[src/design/rmds_map.svh]
// Purpose: address map, field positions and reset values of the rate match chain
// Assumes: 16-bit register port, word addressed, 7-bit address
// Notes:   per-channel registers sit at 0x40 + 16*channel + field
// Overview of operation
// - turbo uplink: split S/P1/P2, never puncture S
// - uplink order S,P1,P2 or S,P2,P1 by interval
// - uplink frame start type from interval, frame index
// - downlink turbo order always S,P1,P2
// - puncture: subtract decrement, drop at <=0, add increment
// - repeat: copy bit while accumulator <=0
// - repeated copy follows its original immediately
// - output count equals input plus signed adjustment
// - each frame period combine all channel frames
// - channels output serially in channel order
// - fixed or flexible insertion chosen per composite
// - marks are flagged, never sent as data
// - fixed: pad channel to frames times reserved size
// - each element is zero, one or mark
// - flexible: pad composite to physical channels times length
// - split frame into equal consecutive physical blocks
// - uplink: no marks, segment multiplexed stream directly
// - zero adjustment bypasses the rate engine
`ifndef RMDS_MAP_SVH
`define RMDS_MAP_SVH
`define RMDS_REG_CTRL     7'h00
`define RMDS_REG_PHYLEN   7'h01
`define RMDS_REG_STATUS   7'h02
`define RMDS_REG_CHCOUNT  7'h03
`define RMDS_REG_TOTAL    7'h04
`define RMDS_CH_SPACE     6
`define RMDS_F_CFG        4'h0
`define RMDS_F_ADJ        4'h1
`define RMDS_F_EINI1      4'h2
`define RMDS_F_EPLUS1     4'h3
`define RMDS_F_EMINUS1    4'h4
`define RMDS_F_EINI2      4'h5
`define RMDS_F_EPLUS2     4'h6
`define RMDS_F_EMINUS2    4'h7
`define RMDS_F_RES        4'h8
`define RMDS_CTRL_EN      0
`define RMDS_CTRL_DL      1
`define RMDS_CTRL_FLEX    2
`define RMDS_CTRL_NCH_LO  3
`define RMDS_CTRL_NPH_LO  5
`define RMDS_CFG_TTI_LO   0
`define RMDS_CFG_FIDX_LO  2
`define RMDS_CFG_TURBO    5
`define RMDS_CTRL_RST     16'h0000
`define RMDS_PHYLEN_RST   16'h0000
`endif

[src/design/rmds_pkg.sv]
// Purpose: types shared by the rate match chain modules
// Assumes: four transport channels, up to eight physical channels
// Notes:   all module state is held in the packed structs below
package rmds_pkg;
  typedef enum logic [1:0] {BIT_SYS, BIT_PAR1, BIT_PAR2} rmds_bit_t;
  typedef enum logic [1:0] {ST_TAKE, ST_REP, ST_PAD, ST_FILL} rmds_state_t;
  typedef struct packed {
    logic [15:0] cfg;
    logic [15:0] adj;
    logic [15:0] eIni1;
    logic [15:0] ePlus1;
    logic [15:0] eMinus1;
    logic [15:0] eIni2;
    logic [15:0] ePlus2;
    logic [15:0] eMinus2;
    logic [15:0] res;
  } rmds_chan_t;
  typedef struct packed {
    logic signed [17:0] err;
  } rmds_eng_t;
  typedef struct packed {
    rmds_chan_t [3:0] ch;
    logic [15:0]      ctrl;
    logic [15:0]      phyLen;
    logic [15:0]      rdata;
    logic [15:0]      chanCnt;
    logic [15:0]      total;
    logic [15:0]      lastTotal;
    logic [15:0]      physCnt;
    logic [2:0]       physIdx;
    logic [2:0]       outPhys;
    logic [1:0]       chan;
    rmds_state_t      state;
    rmds_bit_t        nextType;
    logic             curBit;
    logic             lastIn;
    logic             firstPend;
    logic             inReady;
    logic             outValid;
    logic             outBit;
    logic             outDtx;
    logic             outFirst;
    logic             frameDone;
  } rmds_top_t;
endpackage : rmds_pkg

[src/design/rmds_rm_if.sv]
// Purpose: control and result signals between the chain and one rate engine
// Assumes: single clock domain
// Notes:   hit flags are combinational from the engine
`timescale 1ns/1ns
interface rmds_rm_if;
  logic        load;
  logic        take;
  logic        again;
  logic        puncture;
  logic [15:0] eIni;
  logic [15:0] ePlus;
  logic [15:0] eMinus;
  logic        hitTake;
  logic        hitAgain;
  modport ctrl (output load, take, again, puncture, eIni, ePlus, eMinus,
                input hitTake, hitAgain);
  modport eng  (input load, take, again, puncture, eIni, ePlus, eMinus,
                output hitTake, hitAgain);
endinterface : rmds_rm_if

[src/design/rmds_top.sv]
// Purpose: bit separation, rate matching, multiplexing, mark insertion, segmentation
// Assumes: channel frames arrive in channel order, first and last bit flagged
// Notes:   input is taken at most every second cycle, output has one register
//
// Strobed register access and the register addresses were left to the implementer.
`timescale 1ns/1ns
`include "rmds_map.svh"
module rmds_top (
  input  wire logic        core_clk,
  input  wire logic        rst_b,
  input  wire logic [6:0]  regAddr,
  input  wire logic [15:0] regWdata,
  input  wire logic        regWr,
  input  wire logic        regRd,
  output logic      [15:0] regRdata,
  input  wire logic        inValid,
  output logic             inReady,
  input  wire logic        inBit,
  input  wire logic        inFirst,
  input  wire logic        inLast,
  input  wire logic [1:0]  inChan,
  output logic             outValid,
  input  wire logic        outReady,
  output logic             outBit,
  output logic             outDtx,
  output logic             outFirst,
  output logic      [2:0]  outPhys,
  output logic             frameDone
);
  rmds_pkg::rmds_top_t  cur;
  rmds_pkg::rmds_top_t  next_cur;
  rmds_pkg::rmds_chan_t cfgSel;
  rmds_pkg::rmds_chan_t chanRd;
  rmds_pkg::rmds_bit_t  typeNow;
  logic                 take;
  logic                 repEmit;
  logic [1:0]           selChan;
  logic                 dl;
  logic                 flex;
  logic                 turbo;
  logic                 bypass;
  logic                 punct;
  logic                 lastCh;
  logic                 revOrder;
  logic [2:0]           nph;
  logic [18:0]          padTarget;
  logic [18:0]          fillTarget;
  logic                 drop;
  logic                 repPend;
  logic                 doEmit;
  logic                 emitBit;
  logic                 emitDtx;
  logic                 tailCheck;

  rmds_rm_if rmA ();
  rmds_rm_if rmB ();

  rmds_rate_engine u_engPar1 (
    .core_clk (core_clk),
    .rst_b    (rst_b),
    .rm       (rmA)
  );

  rmds_rate_engine u_engPar2 (
    .core_clk (core_clk),
    .rst_b    (rst_b),
    .rm       (rmB)
  );

  // type of the first bit of a channel frame
  function automatic rmds_pkg::rmds_bit_t startType(
    input logic [1:0] transmission_interval,
    input logic [2:0] fidx,
    input logic       down
  );
    rmds_pkg::rmds_bit_t t;
    t = rmds_pkg::BIT_SYS;
    if (!down) begin
      case (transmission_interval)
        2'h1: t = fidx[0] ? rmds_pkg::BIT_PAR1 : rmds_pkg::BIT_SYS;
        2'h2: begin
          case (fidx[1:0])
            2'h1:    t = rmds_pkg::BIT_PAR2;
            2'h2:    t = rmds_pkg::BIT_PAR1;
            default: t = rmds_pkg::BIT_SYS;
          endcase
        end
        2'h3: begin
          case (fidx)
            3'h1, 3'h4, 3'h7: t = rmds_pkg::BIT_PAR1;
            3'h2, 3'h5:       t = rmds_pkg::BIT_PAR2;
            default:          t = rmds_pkg::BIT_SYS;
          endcase
        end
        default: t = rmds_pkg::BIT_SYS;
      endcase
    end
    return t;
  endfunction : startType

  // cyclic successor, forward S,P1,P2 or reverse S,P2,P1
  function automatic rmds_pkg::rmds_bit_t nextType(
    input rmds_pkg::rmds_bit_t t,
    input logic                rev
  );
    rmds_pkg::rmds_bit_t r;
    r = rmds_pkg::BIT_SYS;
    case (t)
      rmds_pkg::BIT_SYS:  r = rev ? rmds_pkg::BIT_PAR2 : rmds_pkg::BIT_PAR1;
      rmds_pkg::BIT_PAR1: r = rev ? rmds_pkg::BIT_SYS : rmds_pkg::BIT_PAR2;
      default:            r = rev ? rmds_pkg::BIT_PAR1 : rmds_pkg::BIT_SYS;
    endcase
    return r;
  endfunction : nextType

  always_comb begin : decode
    take     = inValid && cur.inReady;
    repEmit  = (cur.state == rmds_pkg::ST_REP) && (!cur.outValid || outReady);
    selChan  = take ? inChan : cur.chan;
    cfgSel   = cur.ch[selChan];
    chanRd   = cur.ch[regAddr[5:4]];
    dl       = cur.ctrl[`RMDS_CTRL_DL];
    flex     = cur.ctrl[`RMDS_CTRL_FLEX];
    nph      = cur.ctrl[`RMDS_CTRL_NPH_LO +: 3];
    turbo    = cfgSel.cfg[`RMDS_CFG_TURBO];
    bypass   = (cfgSel.adj == 16'h0000);
    punct    = cfgSel.adj[15];
    lastCh   = (selChan == cur.ctrl[`RMDS_CTRL_NCH_LO +: 2]);
    revOrder = !dl && cfgSel.cfg[`RMDS_CFG_TTI_LO];

    // bit type of the element being taken
    if (take && inFirst) begin
      typeNow = startType(cfgSel.cfg[`RMDS_CFG_TTI_LO +: 2],
                          cfgSel.cfg[`RMDS_CFG_FIDX_LO +: 3], dl);
    end else begin
      typeNow = cur.nextType;
    end

    // mark targets of the channel tail and of the composite frame
    padTarget  = {3'h0, cfgSel.res} << cfgSel.cfg[`RMDS_CFG_TTI_LO +: 2];
    fillTarget = {3'h0, cur.phyLen} * ({16'h0000, nph} + 19'h00001);

    // engine A: non-turbo bits, turbo repeat and turbo first parity
    rmA.load     = take && inFirst;
    rmA.puncture = punct;
    rmA.eIni     = cfgSel.eIni1;
    rmA.ePlus    = cfgSel.ePlus1;
    rmA.eMinus   = cfgSel.eMinus1;
    // systematic bits bypass both engines while puncturing turbo data
    rmA.take     = take && !bypass &&
                   (!punct || !turbo || (typeNow == rmds_pkg::BIT_PAR1));
    rmA.again    = repEmit;

    // engine B: second parity of punctured turbo data
    rmB.load     = take && inFirst;
    rmB.puncture = 1'b1;
    rmB.eIni     = cfgSel.eIni2;
    rmB.ePlus    = cfgSel.ePlus2;
    rmB.eMinus   = cfgSel.eMinus2;
    rmB.take     = take && !bypass && punct && turbo &&
                   (typeNow == rmds_pkg::BIT_PAR2);
    rmB.again    = 1'b0;

    drop    = (rmA.take && punct && rmA.hitTake) || (rmB.take && rmB.hitTake);
    repPend = rmA.take && !punct && rmA.hitTake;
  end

  always_comb begin : step
    next_cur           = cur;
    next_cur.frameDone = 1'b0;
    next_cur.rdata     = 16'h0000;
    doEmit             = 1'b0;
    emitBit            = 1'b0;
    emitDtx            = 1'b0;
    tailCheck          = 1'b0;
    if (cur.outValid && outReady) begin
      next_cur.outValid = 1'b0;
    end

    // register writes take effect on the next edge
    if (regWr) begin
      if (regAddr == `RMDS_REG_CTRL) begin
        next_cur.ctrl = regWdata;
      end else if (regAddr == `RMDS_REG_PHYLEN) begin
        next_cur.phyLen = regWdata;
      end else if (regAddr[`RMDS_CH_SPACE]) begin
        if (regAddr[3:0] == `RMDS_F_CFG) begin
          next_cur.ch[regAddr[5:4]].cfg = regWdata;
        end else if (regAddr[3:0] == `RMDS_F_ADJ) begin
          next_cur.ch[regAddr[5:4]].adj = regWdata;
        end else if (regAddr[3:0] == `RMDS_F_EINI1) begin
          next_cur.ch[regAddr[5:4]].eIni1 = regWdata;
        end else if (regAddr[3:0] == `RMDS_F_EPLUS1) begin
          next_cur.ch[regAddr[5:4]].ePlus1 = regWdata;
        end else if (regAddr[3:0] == `RMDS_F_EMINUS1) begin
          next_cur.ch[regAddr[5:4]].eMinus1 = regWdata;
        end else if (regAddr[3:0] == `RMDS_F_EINI2) begin
          next_cur.ch[regAddr[5:4]].eIni2 = regWdata;
        end else if (regAddr[3:0] == `RMDS_F_EPLUS2) begin
          next_cur.ch[regAddr[5:4]].ePlus2 = regWdata;
        end else if (regAddr[3:0] == `RMDS_F_EMINUS2) begin
          next_cur.ch[regAddr[5:4]].eMinus2 = regWdata;
        end else if (regAddr[3:0] == `RMDS_F_RES) begin
          next_cur.ch[regAddr[5:4]].res = regWdata;
        end
      end
    end

    // read answer stands for one cycle, zero otherwise
    if (regRd) begin
      if (regAddr == `RMDS_REG_CTRL) begin
        next_cur.rdata = cur.ctrl;
      end else if (regAddr == `RMDS_REG_PHYLEN) begin
        next_cur.rdata = cur.phyLen;
      end else if (regAddr == `RMDS_REG_STATUS) begin
        next_cur.rdata = {13'h0000, !cur.firstPend, cur.state};
      end else if (regAddr == `RMDS_REG_CHCOUNT) begin
        next_cur.rdata = cur.chanCnt;
      end else if (regAddr == `RMDS_REG_TOTAL) begin
        next_cur.rdata = cur.lastTotal;
      end else if (regAddr[`RMDS_CH_SPACE]) begin
        if (regAddr[3:0] == `RMDS_F_CFG) begin
          next_cur.rdata = chanRd.cfg;
        end else if (regAddr[3:0] == `RMDS_F_ADJ) begin
          next_cur.rdata = chanRd.adj;
        end else if (regAddr[3:0] == `RMDS_F_EINI1) begin
          next_cur.rdata = chanRd.eIni1;
        end else if (regAddr[3:0] == `RMDS_F_EPLUS1) begin
          next_cur.rdata = chanRd.ePlus1;
        end else if (regAddr[3:0] == `RMDS_F_EMINUS1) begin
          next_cur.rdata = chanRd.eMinus1;
        end else if (regAddr[3:0] == `RMDS_F_EINI2) begin
          next_cur.rdata = chanRd.eIni2;
        end else if (regAddr[3:0] == `RMDS_F_EPLUS2) begin
          next_cur.rdata = chanRd.ePlus2;
        end else if (regAddr[3:0] == `RMDS_F_EMINUS2) begin
          next_cur.rdata = chanRd.eMinus2;
        end else if (regAddr[3:0] == `RMDS_F_RES) begin
          next_cur.rdata = chanRd.res;
        end
      end
    end

    // one element register: a new element only once the old one has left
    case (cur.state)
      rmds_pkg::ST_TAKE: begin
        if (take) begin
          next_cur.chan     = inChan;
          next_cur.curBit   = inBit;
          next_cur.lastIn   = inLast;
          next_cur.nextType = nextType(typeNow, revOrder);
          if (inFirst) begin
            next_cur.chanCnt = 16'h0000;
          end
          if (!drop) begin
            doEmit  = 1'b1;
            emitBit = inBit;
          end
          if (repPend) begin
            next_cur.state = rmds_pkg::ST_REP;
          end else begin
            tailCheck = inLast;
          end
        end
      end
      // emit copies while the accumulator stays at or below zero
      rmds_pkg::ST_REP: begin
        if (repEmit) begin
          doEmit  = 1'b1;
          emitBit = cur.curBit;
          if (!rmA.hitAgain) begin
            next_cur.state = rmds_pkg::ST_TAKE;
            tailCheck      = cur.lastIn;
          end
        end
      end
      // pad and fill states emit marks only, never data
      default: begin
        if (!next_cur.outValid) begin
          doEmit    = 1'b1;
          emitDtx   = 1'b1;
          tailCheck = 1'b1;
        end
      end
    endcase

    if (doEmit) begin
      next_cur.outValid  = 1'b1;
      next_cur.outBit    = emitBit && !emitDtx;
      next_cur.outDtx    = emitDtx;
      next_cur.outFirst  = cur.firstPend;
      next_cur.firstPend = 1'b0;
      next_cur.outPhys   = cur.physIdx;
      next_cur.chanCnt   = next_cur.chanCnt + 16'h0001;
      next_cur.total     = cur.total + 16'h0001;
      if ((cur.physCnt + 16'h0001) >= cur.phyLen) begin
        next_cur.physCnt = 16'h0000;
        next_cur.physIdx = (cur.physIdx == nph) ? 3'h0 : cur.physIdx + 3'h1;
      end else begin
        next_cur.physCnt = cur.physCnt + 16'h0001;
      end
    end

    // channel tail: pad, fill or close the composite frame
    if (tailCheck) begin
      if (dl && !flex && ({3'h0, next_cur.chanCnt} < padTarget)) begin
        next_cur.state = rmds_pkg::ST_PAD;
      end else if (lastCh && dl && flex && ({3'h0, next_cur.total} < fillTarget)) begin
        next_cur.state = rmds_pkg::ST_FILL;
      end else begin
        // uplink never pads and ends the frame on the last channel
        next_cur.state = rmds_pkg::ST_TAKE;
        if (lastCh) begin
          next_cur.frameDone = 1'b1;
          next_cur.lastTotal = next_cur.total;
          next_cur.total     = 16'h0000;
          next_cur.physCnt   = 16'h0000;
          next_cur.physIdx   = 3'h0;
          next_cur.firstPend = 1'b1;
        end
      end
    end

    // a one-cycle gap after every take, also when the bit was punctured
    next_cur.inReady = (next_cur.state == rmds_pkg::ST_TAKE) && !next_cur.outValid &&
                       !take && next_cur.ctrl[`RMDS_CTRL_EN];
  end

  always_ff @(posedge core_clk) begin
    if (!rst_b) begin
      cur           <= '0;
      cur.ctrl      <= `RMDS_CTRL_RST;
      cur.phyLen    <= `RMDS_PHYLEN_RST;
      cur.firstPend <= 1'b1;
    end else begin
      cur <= next_cur;
    end
  end

  assign regRdata  = cur.rdata;
  assign inReady   = cur.inReady;
  assign outValid  = cur.outValid;
  assign outBit    = cur.outBit;
  assign outDtx    = cur.outDtx;
  assign outFirst  = cur.outFirst;
  assign outPhys   = cur.outPhys;
  assign frameDone = cur.frameDone;
endmodule : rmds_top

[src/design/rmds_rate_engine.sv]
// Purpose: error accumulator deciding puncture or repetition of each bit
// Assumes: load may coincide with take, then the initial value is used
// Notes:   hitTake tells the caller to drop (puncture) or copy (repeat)
`timescale 1ns/1ns
module rmds_rate_engine (
  input wire logic core_clk,
  input wire logic rst_b,
  rmds_rm_if.eng   rm
);
  rmds_pkg::rmds_eng_t cur;
  rmds_pkg::rmds_eng_t next_cur;
  logic signed [17:0]  base;
  logic signed [17:0]  afterMinus;
  logic signed [17:0]  afterPlus;
  logic signed [17:0]  plusVal;

  always_comb begin
    plusVal     = $signed({2'b00, rm.ePlus});
    base        = rm.load ? $signed({2'b00, rm.eIni}) : cur.err;
    afterMinus  = base - $signed({2'b00, rm.eMinus});
    afterPlus   = cur.err + plusVal;
    rm.hitTake  = (afterMinus <= 18'sd0);
    rm.hitAgain = (afterPlus <= 18'sd0);
    next_cur    = cur;
    if (rm.take) begin
      if (rm.puncture && rm.hitTake) begin
        next_cur.err = afterMinus + plusVal;
      end else begin
        next_cur.err = afterMinus;
      end
    end else if (rm.again) begin
      next_cur.err = afterPlus;
    end else if (rm.load) begin
      next_cur.err = $signed({2'b00, rm.eIni});
    end
  end

  always_ff @(posedge core_clk) begin
    if (!rst_b) begin
      cur <= '0;
    end else begin
      cur <= next_cur;
    end
  end
endmodule : rmds_rate_engine

[config.mk]
export PLATFORM = sky130hd
export DESIGN_NAME = rmds_top
export DESIGN_NICKNAME = d
export VERILOG_FILES = /design/src/design/rmds_pkg.sv /design/src/design/rmds_rm_if.sv /design/src/design/rmds_top.sv /design/src/design/rmds_rate_engine.sv
export VERILOG_INCLUDE_DIRS = /design/src /design/src/design
export SDC_FILE = /design/constraint.sdc
export NUM_CORES = 2
export LEC_CHECK = 0
export BUFFER_PORTS_ARGS = -buffer_cell sky130_fd_sc_hd__buf_2
export CAP_MARGIN = 20
export CELL_PAD_IN_SITES_DETAIL_PLACEMENT = 1
export CELL_PAD_IN_SITES_GLOBAL_PLACEMENT = 1
export CORE_MARGIN = 2
export CORE_UTILIZATION = 23
export CTS_CLUSTER_DIAMETER = 120
export DETAILED_ROUTE_END_ITERATION = 8
export HOLD_SLACK_MARGIN = 0.12
export PLACE_DENSITY_LB_ADDON = 0.12
export SLEW_MARGIN = 40
export SYNTH_ARGS = -nofsm -noshare
export SYNTH_HDL_FRONTEND = slang
export SYNTH_HIERARCHICAL = 1
export SYNTH_SLANG_ARGS = --single-unit
export TNS_END_PERCENT = 1
[constraint.sdc]
create_clock -name core_clk -period 12.2 [get_ports core_clk]
set_input_delay 1.22 -clock core_clk [delete_from_list [all_inputs] [get_ports core_clk]]
set_output_delay 1.22 -clock core_clk [all_outputs]
set_load 0.02 [all_outputs]
# Word level (Yosys, flattened, before mapping)
# Index checks and enable logic that the tools add are counted.
dict set report classes {
  add_sub_neg 10
  mul 1
  order_cmp 9
  n_eq_ne 27
  shift 1
  n_mux 120
  bitwise_logic 6
  n_reduce_logical 57
}
# operator count
set op_table {}
lappend op_table {{bitwise mux 576 bit} 9}
lappend op_table {{2-to-1 mux 576 bit} 9}
lappend op_table {{demux 144 bit (select 2 bit)} 9}
lappend op_table {{binary-select mux 144 bit (select 2 bit)} 2}
lappend op_table {{2-to-1 mux 16 bit} 22}
lappend op_table {{2-to-1 mux 144 bit} 2}
lappend op_table {{2-to-1 mux 51 bit} 4}
lappend op_table {{2-to-1 mux 134 bit} 1}
lappend op_table {{2-to-1 mux 128 bit} 1}
lappend op_table {{2-to-1 mux 18 bit} 7}
lappend op_table {{2-to-1 mux 112 bit} 1}
lappend op_table {{2-to-1 mux 96 bit} 1}
lappend op_table {{2-to-1 mux 80 bit} 1}
lappend op_table {{2-to-1 mux 32 bit} 2}
lappend op_table {{2-to-1 mux 64 bit} 1}
lappend op_table {{adder 18 x 17 -> 18 bit} 3}
lappend op_table {{<= comparator 18 x 1 -> 1 bit, second input constant} 3}
lappend op_table {{adder 16 x 1 -> 16 bit, second input constant} 3}
lappend op_table {{2-to-1 mux 48 bit} 1}
lappend op_table {{less-than comparator 16 x 19 -> 1 bit} 2}
lappend op_table {{subtractor 18 x 17 -> 18 bit} 2}
lappend op_table {{logical AND 1 bit} 26}
lappend op_table {{2-to-1 mux 1 bit} 22}
lappend op_table {{2-to-1 mux 2 bit} 11}
lappend op_table {{44 further kinds} 86}
dict set report totals {
  regBits 745
}

# Longest topological paths before layout
dict set report depth {
  ltp_word 29
  ltp_mapped 43
  ltp_nobuf 35
}

# By module
# The synthesis kept the hierarchy.
# module n_inst cells_each area_per_inst_um2
set by_module_without_submodules {}
lappend by_module_without_submodules {rmds_top 1 4445 37242.0}
lappend by_module_without_submodules {rmds_rate_engine 2 487 3642.2}

# Least setup slack after synthesis
# OpenSTA, ideal clock, no wires.
dict set report synth_timing {
  kind {input port to flip-flop}
  startpoint {input port inChan[0]}
  endpoint {register, netlist name cur[42]}
  setup_ps 78
  arrival_ps 10555
  required_ps 12122
  setup_slack_ps 1567
  path_stages 38
  path_buffers 8
  path_cell_list {clkbuf_2 and3_1 buf_2 nor2_4 buf_1 clkbuf_1 buf_1 mux4_2 ha_1 inv_1 fa_1 or3_2 or4b_1 a2111o_1 nor4_4 a21oi_2 inv_1 buf_4 (+2 left out) a211oi_1 nor2_1 a31oi_1 buf_2 nor3_1 xnor2_1 inv_1 ha_1 a21o_1 a21o_1 a21oi_1 o211ai_1 a21o_1 a2111oi_0 o21a_2 clkbuf_1 nor3_1 nor3_1}
}
# item line
set synth_rtl {}
lappend synth_rtl {{from (decl)} rmds_top.sv:21} ;# input wire logic [1:0] inChan,

==> impl_metrics.py <==
metrics = {
    "detailed_routing": {
        "num_vias": 41318,
        "drt-wirelength-per-cell_um": 27.76,
        "drt_iter0_drc": 2948,
        "drc": 0,
        "drtPass1Iterations": 7,
        "ant_nets": 0,
        "drt_wl_total_mm": 218.9,
        "viasPerCell": 5.240,
    },
    "sta": {
        "period_needed_ns": 10.72,
        "hold_ws_ns": 0.4507,
        "period_share_pct": 87.85,
        "skew_ns": 0.03396,
        "tightestPinTransition_ns": 0.9077,
        "finalSetupTns_ns": 0,
        "fmax_mhz": 93.31,
        "slew_viol_final": 0,
        "rsz0062_at_grt": "no",
        "hold_viol": 0,
        "setup_viol": 0,
        "relSlewSlack_pct": 39.49,
        "finalWorstSetupSlack_ns": 1.483,
    },
    "clocking": {
        "cts-hold-fix-buffers": 0,
        "cts.sinks": 745,
        "path_clk_slew_ns": 0.06,
        "cts_tree": "done",
        "root_buffer": "clkbuf_16",
        "clk_latency_ns": 0.74,
        "cts_buffers": 99,
        "clk_path_buf_depth": 3,
        "htree_levels": 3,
        "cts_setup_buffers": 0,
        "cts_resized": 0,
    },
    "setup_path": {
        "cp_slowest_cell": "inv_1",
        "arrival_ns": 11.37,
        "critPathTopFamily": "compound AO/OA/AOI/OAI gates",
        "max_stage_delay_ns": 0.66,
        "r2r_start": "inReady",
        "path_class": "in2reg",
        "path_buf_inv": 6,
        "reg2reg_slack_ns": 1.51,
        "r2r_end": "cur[28]",
        "path_max_fanout": 28,
        "start_kind": "input port",
        "r2r_cells": 32,
        "critPathRequiredTime_ns": 12.85,
        "crit_path_end_kind": "flip-flop",
    },
    "run": {
        "drv_cap": 0,
    },
    "floorplan": {
        "coreArea_mm2": 0.1924,
        "fp-row-count": 161,
        "dieWidth_um": 443.7,
        "initial_core_util_pct": 23.12,
        "dieArea_mm2": 0.1969,
        "die_y_um": 443.7,
        "io_pins": 59,
    },
    "finish": {
        "fillers": 22407,
        "area_growth_pct": 14.84,
        "multi_input_area_mm2": 0.02775,
        "drive_above_1_share_pct": 13.68,
        "seq_area_mm2": 0.01491,
        "layout.nets": 5512,
        "fin_area_mm2": 0.05108,
    },
    "synth": {
        "ys.warnings.count": 6,
        "syn_inst": 5411,
        "syn_avg_cell_area_um2": 8.219,
        "synth_area_mm2": 0.04448,
    },
    "grt": {
        "track_usage_pct": 21.78,
        "globalRoute.busiestLayer": "met2",
        "overflow": 0,
        "grt_pass1_vias": 41904,
        "use_met1_pct": 30.58,
        "antenna_found_initial": 6,
        "grt_use_met3_pct": 2.204,
        "met2_usage_pct": 35.95,
        "grt_max_degree": 104,
        "grt_first_pass_wirelength_mm": 316.4,
    },
    "min_path": {
        "min_path_type": "reg2reg",
        "min_to": "outPhys[2]",
        "hold_depth": 2,
        "min_from": "outPhys[2]",
    },
    "power_and_ir_drop": {
        "p_comb_share_pct": 6.4,
        "internal_power_mw": 4.354,
        "p_leak_nw": 17.87,
        "p_clk_share_pct": 52.3,
        "switching_power_mw": 1.561,
        "sequentialPowerShare_pct": 41.3,
        "swShare_pct": 26.39,
        "vdd_drop_max_v": 0.00008761,
        "powerDensity_mw_per_mm2": 115.8,
    },
    "placed_design": {
        "portBuffers": 58,
        "place_area_mm2": 0.04764,
        "place.gp.congestion": 0.8140,
        "dp_hpwl_mm": 152.4,
        "preCtsSetupSlack_ns": 0.6807,
    },
    "outcome": {
        "status": "finished, final reports clean",
    },
}
## worst reg2reg max path: cells and delay by family, from the launching register on
kind	cells	cell delay (ns)
AOI/OAI and AO/OA	14	4.17
adders and majority gates	3	0.95
xor gates and xnor gates	1	0.31
muxes	2	0.78
buffers and inverters	5	1.76
and+or+nand+nor	7	1.91
DFF	1	0.75
## final cells by class
| type | count | area share, % |
|---|---|---|
| well taps | 2526 | 6.188 |
| repair buffers | 171 | 2.685 |
| flip-flops and latches | 745 | 29.20 |
| multi-input cells | 4122 | 54.33 |
| clock inverters | 32 | 0.8035 |
| inverters | 137 | 1.022 |
| diodes | 2 | 0.009799 |
| clock buffers | 150 | 5.762 |
## sequential cells by signal, summed over array words and instances, names as in the netlist
name,count
cur,684
frameDone,1
inReady,1
outBit,1
outDtx,1
outFirst,1
outPhys,3
outValid,1
regRdata,16
u_engPar1/cur,18
u_engPar2/cur,18
## cells in the final DEF, fill, tap and decap left out, drive strengths merged, types with 13 or more instances in the layout
cell    count
a211oi     37
a21o       54
a21oi     780
a222oi     13
a22o       17
a22oi      35
a31oi      52
and2       22
and3       48
buf       171
clkbuf    150
clkinv     20
dfxtp     745
fa         34
ha        168
inv       139
mux2       32
mux2i      37
mux4      251
nand2    1257
nand2b     23
nand3     295
nand4      36
nor2      276
nor2b      27
nor3       79
nor4       22
o211ai     13
o21a       15
o21ai     142
o22ai      15
or3        17
or4        14
xnor2      65
xor2       71
## worst max-delay path by stage
stage               startpoint       to  cells past startpoint
global placement       inValid  cur[20]                     35
global route           inReady  cur[28]                     34
floorplan            inChan[0]  cur[42]                     38
finish                 inValid  cur[28]                     33
detailed placement     inValid  cur[28]                     33
CTS                    inReady  cur[28]                     34
## power groups by stage
| stage | sequential (mW) | combinational [mW] | clock (mW) |
|---|---|---|---|
| after floorplan | 2.49 | 0.209 | 0 |
| after global placement | 2.50 | 0.367 | 0 |
| after detailed placement | 2.50 | 0.373 | 0 |
| after CTS | 2.44 | 0.374 | 3.18 |
| after global routing | 2.44 | 0.396 | 3.28 |
| final | 2.44 | 0.376 | 3.10 |
## routing by layer
layer,vias to the layer above,share of wire [%]
met4,0,2.2
li1,18961,-
met1,21372,48
met2,788,47
met5,-,0
met3,197,3.4
## stage by stage
stage,power (mW),std cells,util (%)
after floorplan,2.702,5416,-
after global placement,2.863,7689,24.61
after detailed placement,2.869,7698,24.76
after CTS,6.000,7880,26.51
after global routing,6.114,7884,26.55
final,5.914,7885,26.55
No activity file was read; power rests on OpenSTA's default activity.
